--- config.mk ---
export PLATFORM = sky130hd
export DESIGN_NAME = acmc_mode_control
export DESIGN_NICKNAME = d
export VERILOG_FILES = /design/src/shared/acmc_pkg.sv /design/src/core/acmc_mode_control.sv
export SDC_FILE = /design/constraint.sdc
export NUM_CORES = 1
export LEC_CHECK = 0
export BUFFER_PORTS_ARGS = -buffer_cell sky130_fd_sc_hd__buf_2
export CORE_ASPECT_RATIO = 1.2
export CORE_MARGIN = 3
export CORE_UTILIZATION = 51
export CTS_CLUSTER_DIAMETER = 50
export DETAILED_ROUTE_END_ITERATION = 16
export GPL_TIMING_DRIVEN = 0
export PLACE_DENSITY_LB_ADDON = 0.12
export SYNTH_ARGS = -nofsm -noshare
export SYNTH_HDL_FRONTEND = slang
export SYNTH_SLANG_ARGS = --single-unit
--- constraint.sdc ---
create_clock -name clk -period 2.08 [get_ports clk]
set_input_delay 0.104 -clock clk [delete_from_list [all_inputs] [get_ports clk]]
set_output_delay 0.104 -clock clk [all_outputs]
set_load 0.05 [all_outputs]
--- src/shared/acmc_pkg.sv ---
// Purpose: shared constants and types for the converter mode control block
// Assumes: 8-bit special function register reached over the core's own register port
// Notes: field positions, reset value and channel codes live here only
package acmc_pkg;

  // register layout
  localparam int ACMC_DATA_W = 8;
  localparam int ACMC_CS_W = 4;
  localparam int ACMC_SEL_W = 12;
  localparam int ACMC_RES_W = 12;
  localparam int ACMC_BIT_DONE = 7;
  localparam int ACMC_BIT_DMA = 6;
  localparam int ACMC_BIT_CONTINUOUS_CONVERT_BIT = 5;
  localparam int ACMC_BIT_SINGLE_CONVERT_BIT = 4;
  localparam int ACMC_CS_HI = 3;
  localparam int ACMC_CS_LO = 0;
  localparam logic [ACMC_DATA_W-1:0] ACMC_MODE_RESET = 8'h00;

  // channel codes in the select field
  localparam logic [ACMC_CS_W-1:0] ACMC_CH_LAST_EXT = 4'h7;
  localparam logic [ACMC_CS_W-1:0] ACMC_CH_TEMP = 4'h8;
  localparam logic [ACMC_CS_W-1:0] ACMC_CH_DAC0 = 4'h9;
  localparam logic [ACMC_CS_W-1:0] ACMC_CH_DAC1 = 4'ha;
  localparam logic [ACMC_CS_W-1:0] ACMC_CH_AGND = 4'hb;
  localparam int ACMC_SEL_TEMP = 8;
  localparam int ACMC_SEL_DAC0 = 9;
  localparam int ACMC_SEL_DAC1 = 10;
  localparam int ACMC_SEL_AGND = 11;

  // result byte layout: channel code in the top nibble of the high byte
  localparam int ACMC_RES_HI_MSB = 11;
  localparam int ACMC_RES_HI_LSB = 8;
  localparam int ACMC_RES_LO_MSB = 7;

  typedef enum logic [1:0] {
    ACMC_IDLE,
    ACMC_CONVERT,
    ACMC_DMA_FETCH,
    ACMC_DMA_CONVERT
  } acmc_state_t;

  // software-visible mode register
  typedef struct packed {
    logic done_flag;
    logic dma_enable;
    logic continuous;
    logic single;
    logic [ACMC_CS_W-1:0] chan_sel;
  } acmc_mode_t;

  // converter-facing request
  typedef struct packed {
    logic start;
    logic [ACMC_CS_W-1:0] chan;
    logic [ACMC_SEL_W-1:0] mux_sel;
  } acmc_conv_req_t;

  // result bytes handed to the result registers or the dma writer
  typedef struct packed {
    logic valid;
    logic [ACMC_DATA_W-1:0] high_byte;
    logic [ACMC_DATA_W-1:0] low_byte;
  } acmc_result_t;

  // whole state of the block
  typedef struct packed {
    acmc_state_t state;
    acmc_mode_t mode;
    logic single_run;
    logic dma_id_req;
    acmc_conv_req_t conv;
    acmc_result_t result;
  } acmc_regs_t;

endpackage

--- src/core/acmc_mode_control.sv ---
// Purpose: conversion mode control register and conversion sequencer
// Assumes: converter core, dma channel fetch and interrupt logic all run on clk
// Notes: the register is read and written through the core's 8-bit register port
//
// Notes on behaviour
// - done flag set at single or dma-block end
// - done flag cleared when interrupt is vectored
// - writing dma bit starts prepared dma conversions
// - dma bit clears itself when dma completes
// - address strobe stops until dma actually starts
// - continuous bit restarts conversion after each completion
// - single bit launches exactly one conversion
// - single bit clears itself on completion
// - non-dma conversion uses current channel select field
// - dma ignores field, uses channel id fetched
// - channel field decoded as binary input number
// - register resets to all zeros
// - codes 0-7 inputs, then temp, dac0, dac1, ground
// - channel code placed in result high nibble
`timescale 1ns/1ps

// limitations a user should know:
//   the converter must answer every start with exactly one done pulse
//   a done pulse outside a conversion is dropped, never queued
//   channel codes twelve to fifteen start a conversion with no input selected
//   single and continuous together run continuously; single drops at the first end
//   the dma memory side owns the end of a block through its end marker
//   the done flag is only set per dma block, not per dma sample
module acmc_mode_control
  import acmc_pkg::*;
(
  input wire logic clk,
  input wire logic reset,
  input wire logic sfr_wr,
  input wire logic [ACMC_DATA_W-1:0] sfr_wdata,
  output logic [ACMC_DATA_W-1:0] sfr_rdata,
  input wire logic int_vector_ack,
  output logic conversion_done_flag,
  output logic conv_start,
  output logic [ACMC_CS_W-1:0] conv_channel,
  output logic [ACMC_SEL_W-1:0] conv_mux_sel,
  input wire logic conv_done,
  input wire logic [ACMC_RES_W-1:0] conv_data,
  output logic dma_id_req,
  input wire logic dma_id_valid,
  input wire logic dma_id_end,
  input wire logic [ACMC_CS_W-1:0] dma_id,
  output logic result_valid,
  output logic [ACMC_DATA_W-1:0] result_high_byte,
  output logic [ACMC_DATA_W-1:0] result_low_byte,
  output logic dma_active,
  input wire logic ale_in,
  output logic ale_out
);

  acmc_regs_t r_reg;
  acmc_regs_t r_next;

  // binary channel code to one-hot multiplexer select
  function automatic logic [ACMC_SEL_W-1:0] acmc_decode(input logic [ACMC_CS_W-1:0] code);
    logic [ACMC_SEL_W-1:0] sel;
    sel = '0;
    if (code <= ACMC_CH_LAST_EXT) begin
      sel[code] = 1'b1;
    end else begin
      unique case (code)
        ACMC_CH_TEMP: sel[ACMC_SEL_TEMP] = 1'b1;
        ACMC_CH_DAC0: sel[ACMC_SEL_DAC0] = 1'b1;
        ACMC_CH_DAC1: sel[ACMC_SEL_DAC1] = 1'b1;
        ACMC_CH_AGND: sel[ACMC_SEL_AGND] = 1'b1;
        default: sel = '0; // unused codes select nothing
      endcase
    end
    return sel;
  endfunction

  // one conversion request, channel frozen for the whole conversion
  function automatic acmc_conv_req_t acmc_launch(input logic [ACMC_CS_W-1:0] code);
    acmc_conv_req_t req;
    req.start = 1'b1;
    req.chan = code;
    req.mux_sel = acmc_decode(code);
    return req;
  endfunction

  // result bytes tagged with the channel that produced them
  function automatic acmc_result_t acmc_pack(input logic [ACMC_CS_W-1:0] code,
                                             input logic [ACMC_RES_W-1:0] data);
    acmc_result_t res;
    res.valid = 1'b1;
    res.high_byte = {code, data[ACMC_RES_HI_MSB:ACMC_RES_HI_LSB]};
    res.low_byte = data[ACMC_RES_LO_MSB:0];
    return res;
  endfunction

  // dma counts as running from the first fetch until the end marker returns to idle
  function automatic logic acmc_in_dma(input acmc_state_t st);
    logic busy;
    busy = 1'b0;
    unique case (st)
      ACMC_IDLE: busy = 1'b0;
      ACMC_CONVERT: busy = 1'b0;
      ACMC_DMA_FETCH: busy = 1'b1;
      ACMC_DMA_CONVERT: busy = 1'b1;
    endcase
    return busy;
  endfunction

  // done flag arbitration: a completion beats any clear in the same cycle,
  // so software clearing late can never lose an end of conversion
  function automatic logic acmc_flag_next(input logic cur,
                                          input logic set_evt,
                                          input logic clr_evt,
                                          input logic wr_evt,
                                          input logic wr_bit);
    logic nxt;
    nxt = cur;
    if (set_evt) begin
      nxt = 1'b1;
    end else if (clr_evt) begin
      nxt = 1'b0;
    end else if (wr_evt) begin
      nxt = cur | wr_bit;
    end
    return nxt;
  endfunction

  // address strobe gate: quiet only between arming dma and the first fetch
  function automatic logic acmc_ale_gate(input logic strobe,
                                         input logic dma_armed,
                                         input logic dma_running);
    logic pass;
    pass = strobe & ~(dma_armed & ~dma_running);
    return pass;
  endfunction

  // next-state logic for the whole block
  always_comb begin
    logic set_done;
    logic clear_done;
    logic clear_dma;
    logic clear_single;
    set_done = 1'b0;
    clear_done = 1'b0;
    clear_dma = 1'b0;
    clear_single = 1'b0;
    r_next = r_reg;
    r_next.conv.start = 1'b0;
    r_next.result.valid = 1'b0;

    // software write: all fields take the written value
    if (sfr_wr) begin
      r_next.mode = sfr_wdata;
      clear_done = ~sfr_wdata[ACMC_BIT_DONE];
    end
    // vectoring to the service routine clears the flag
    if (int_vector_ack) begin
      clear_done = 1'b1;
    end

    unique case (r_reg.state)
      ACMC_IDLE: begin
        if (r_reg.mode.dma_enable) begin
          // dma start: channel comes from memory, not the field
          r_next.state = ACMC_DMA_FETCH;
          r_next.dma_id_req = 1'b1;
        end else if (r_reg.mode.continuous || r_reg.mode.single) begin
          r_next.conv = acmc_launch(r_reg.mode.chan_sel);
          r_next.single_run = ~r_reg.mode.continuous;
          r_next.state = ACMC_CONVERT;
        end
      end
      ACMC_CONVERT: begin
        if (conv_done) begin
          r_next.result = acmc_pack(r_reg.conv.chan, conv_data);
          set_done = 1'b1;
          if (r_reg.mode.single) begin
            clear_single = 1'b1;
          end
          // continuous mode chains straight into the next conversion
          if (r_reg.mode.continuous && !(sfr_wr && !sfr_wdata[ACMC_BIT_CONTINUOUS_CONVERT_BIT])) begin
            r_next.conv = acmc_launch(r_reg.mode.chan_sel);
            r_next.single_run = 1'b0;
          end else begin
            r_next.state = ACMC_IDLE;
            r_next.single_run = 1'b0;
          end
        end
      end
      ACMC_DMA_FETCH: begin
        if (dma_id_valid) begin
          r_next.dma_id_req = 1'b0;
          if (dma_id_end) begin
            // end marker closes the block
            set_done = 1'b1;
            clear_dma = 1'b1;
            r_next.state = ACMC_IDLE;
          end else begin
            r_next.conv = acmc_launch(dma_id);
            r_next.state = ACMC_DMA_CONVERT;
          end
        end
      end
      ACMC_DMA_CONVERT: begin
        if (conv_done) begin
          r_next.result = acmc_pack(r_reg.conv.chan, conv_data);
          r_next.dma_id_req = 1'b1;
          r_next.state = ACMC_DMA_FETCH;
        end
      end
    endcase

    // hardware clears of self-clearing bits win over a same-cycle write
    if (clear_single) begin
      r_next.mode.single = 1'b0;
    end
    if (clear_dma) begin
      r_next.mode.dma_enable = 1'b0;
    end
    // a completion in the clearing cycle is not lost: set wins
    r_next.mode.done_flag = acmc_flag_next(r_reg.mode.done_flag,
                                           set_done,
                                           clear_done,
                                           sfr_wr,
                                           sfr_wdata[ACMC_BIT_DONE]);
  end

  // single state register, cleared to zero at reset
  always_ff @(posedge clk) begin
    if (reset) begin
      r_reg <= '{state: ACMC_IDLE, mode: ACMC_MODE_RESET, default: '0};
    end else begin
      r_reg <= r_next;
    end
  end

  // register read-back straight from the flops, no read side effects
  assign sfr_rdata = r_reg.mode;
  assign conversion_done_flag = r_reg.mode.done_flag;

  // converter request; channel and select hold until the next start
  assign conv_start = r_reg.conv.start;
  assign conv_channel = r_reg.conv.chan;
  assign conv_mux_sel = r_reg.conv.mux_sel;

  // channel id fetch request towards the dma memory side
  assign dma_id_req = r_reg.dma_id_req;

  // tagged result bytes, valid for one cycle, bytes hold afterwards
  assign result_valid = r_reg.result.valid;
  assign result_high_byte = r_reg.result.high_byte;
  assign result_low_byte = r_reg.result.low_byte;

  // dma status decoded from the state flops only, so it never glitches
  assign dma_active = acmc_in_dma(r_reg.state);

  // strobe held off between setting the dma bit and dma actually running;
  // combinational so the core's strobe timing is not delayed by a cycle
  assign ale_out = acmc_ale_gate(ale_in, r_reg.mode.dma_enable, dma_active);

endmodule

==> flow_summary.yaml <==
global_routing:
  grt_pass1_vias: 2001
  grt_pass1_wl_um: 9290
  antenna_found_initial: 0
  gr-total-overflow: 0
  grt_usage_pct: 21.9
  grt_max_degree: 16
floorplanning:
  ios: 78
  die_h_um: 81.0
  core_area_mm2: 0.00439
  die-area_mm2: 0.00555
  start_util_pct: 54.5
  die_w_um: 68.5
  row_count: 26
cts:
  insertion_delay_ns: 0.30
  cts_tree: "built"
  cts_max_path_buffers: 2
  clk_pin_slew_ns: 0.09
  cts.sink_count: 45
  cts_buffers: 5
  clk_root_buffer_cell: "clkbuf_8"
  htreeDepth: 2
layout:
  fin_nets: 395
  fillers: 391
  largest_reg_flops: 12
  area_growth_pct: 25.7
  antenna-diode-count: 0
  final_common_cell: "buf_2"
  drive_gt1_share_pct: 40.9
  layout_common_cells: "buf_2, buf_4, dfxtp_1, nor2_1, a22oi_1"
critical_path:
  crit_family: "compound AO/OA/AOI/OAI gates"
  crit_start: "r_reg[44]$_SDFFE_PP0P_"
  slowest_delay_ns: 0.41
  rrSetupSlack_ns: 0.14
  critPathKind: "register to register"
  crit_end: "conv_mux_sel[11]$_SDFFE_PP0P_"
  crit_required_ns: 2.28
  reg2reg_to: "conv_mux_sel[11]$_SDFFE_PP0P_"
  critPathLaunchType: "register"
  path_depth: 7
  cp_common_cell: "buf_2"
  endpoint_kind: "register"
  r2r-start: "r_reg[44]$_SDFFE_PP0P_"
  cp.buffers_inverters: 3
  worst-path-max-fanout: 10
  path_cells: "inv_1 -> ha_1 -> buf_2 -> a21oi_4 -> buf_2 -> a31oi_1 -> a311oi_1"
  cp.arrival_ns: 2.14
  slowest_stage: "dfxtp_2"
  r2r_cells: 7
drt:
  viasPerCell: 5.40
  drc: 0
  drtIter0Drc: 181
  wl_per_cell_um: 14.1
  dr.pass1.iters: 4
  drt-total-wl_um: 5860
  vias: 2243
  detail-route-antenna-nets: 0
logic_synthesis:
  synth_mux_area_share_pct: 3.35
  synth_area_mm2: 0.00239
  ys_top_cells_by_area: "dfxtp_1, buf_4, a22oi_1, a311oi_1, nor2_1"
  ys_seq_elements: 45
  ys_seq_area_share_pct: 37.6
  synth_top_area_share_pct: 37.6
  yosys_warnings: 0
  synthAdderAreaFrac_pct: 2.61
  synth_top_family_by_area: "compound AO/OA/AOI/OAI gates"
  synthFlopType: "dfxtp_1"
  postSynth.asyncResetShare_pct: 0
  synth-xor-area-share_pct: 0
  synth_compound_area_share_pct: 22.2
  syn_nets: 310
  synth_area_leader_cell: "dfxtp_1"
  synthCells: 273
  syn_avg_cell_area_um2: 8.77
  ys_types: 32
  synth_edf_count: 0
  synth-simple-area-share_pct: 17.1
run:
  drv_cap: 0
placed_design:
  dp_hpwl_um: 4360
  finalWeightedCongestion: 0.845
  io_buffers: 75
timing:
  rsz0062_at_grt: "no"
  period_share_pct: 93.4
  worst_slew_pin_slew_ns: 0.516
  drv_slew: 0
  slew_headroom_pct: 65.6
  hold_violations: 0
  fin_worst_skew_ns: 0.00245
  setup_viol: 0
  post-route-min-period_ns: 1.94
  setup_tns_ns: 0
  fmax_mhz: 515
power:
  power.leakage_nw: 1.38
  ir_worst_vdd_mv: 0.710
  p_per_area_mw_per_mm2: 1150
  total_power_mw: 3.46
run_status:
  outcome: "finished, final reports clean"
hold_path:
  min_path_type: "input port to register"
==> final cells by class <==
cell class | instances | area [µm²] | area share, %
buffer | 55 | 389 | 12.9
clock buffer | 5 | 68.8 | 2.29
clock inverter | 3 | 46.3 | 1.54
inverter | 5 | 18.8 | 0.624
multi-input combinational | 168 | 1120 | 37.1
sequential | 45 | 902 | 30.0
tap | 56 | 70.1 | 2.33
timing repair buffer | 78 | 398 | 13.2
==> power by group <==
group          switching (mW)  leakage [nW]  internal, mW
Combinational            1.07         0.955         0.607
Sequential              0.101         0.368          1.00
Clock                   0.315        0.0543         0.360
==> synth_stat cells, types with 4 or more instances <==
cell and instances:
a311oi_1 16, a22oi_1 20, ha_1 5, inv_1 5, nand2_1 16, a211oi_1 4, buf_2 5, nor2b_1 10
clkbuf_1 6, buf_4 41, a31oi_1 16, dfxtp_1 45, mux2i_1 8, nor2_1 34, nand3_1 13
==> metal layers <==
| metal | GRT usage [%] | wire (µm) |
|---|---|---|
| met1 | 27.2 | 2480 |
| met2 | 37.0 | 2910 |
| met3 | 4.15 | 358 |
| met4 | 8.15 | 106 |
| met5 | 0 | 0 |
==> logic make-up after synthesis <==
logic type / Yosys count
AOI/OAI and AO/OA: 68
adders and majority gates: 5
buffers and inverters: 60
DFF: 45
muxes: 8
and+or+nand+nor: 87
==> per-stage QoR <==
step                      instance area, µm²  worst slack (ns)  instances  util [%]  hold WS (ns)
after floorplan                         2390            0.0507        273         -         0.221
after global placement                  2840            0.0807        404      64.6         0.341
after detailed placement                2840            0.0560        404      64.6         0.346
after CTS                               2970            0.0674        412      67.5        0.0239
after global routing                    3010          0.000854        415      68.5        0.0471
final                                   3010             0.138        415      68.5        0.0256
==> repair_timing <==
item / in CTS / in global routing
gates cloned: 0 / 0
resized for setup: 2 / 5
hold buffers: 0 / 0
setup endpoints to repair: 1 / 16
buffers inserted: 0 / 3
pin swaps: 0 / 1
==> worst min-delay path, delay by kind of cell <==
family	cells	cell delay (ns)
AND/OR/NAND/NOR	1	0.07
buffers and inverters	1	0.07
multiplexers	1	0.05
==> how the worst min path moves through the flow <==
stage / startpoint / end / slack (ns) / cells past startpoint
4_1_cts: conv_data[0] / result_low_byte[0]$_SDFFE_PP0P_ / 0.02 / 3
3_3_place_gp: conv_data[4] / result_low_byte[4]$_SDFFE_PP0P_ / 0.34 / 3
6_report: sfr_wdata[3] / sfr_rdata[3]$_SDFFE_PP0P_ / 0.03 / 3
2_1_floorplan: conv_done / sfr_rdata[4]$_SDFFE_PP0P_ / 0.22 / 1
3_5_place_dp: sfr_wdata[3] / sfr_rdata[3]$_SDFFE_PP0P_ / 0.35 / 3
5_1_grt: sfr_wdata[3] / sfr_rdata[3]$_SDFFE_PP0P_ / 0.05 / 3
Note: power is estimated with default switching activity, not from simulation.
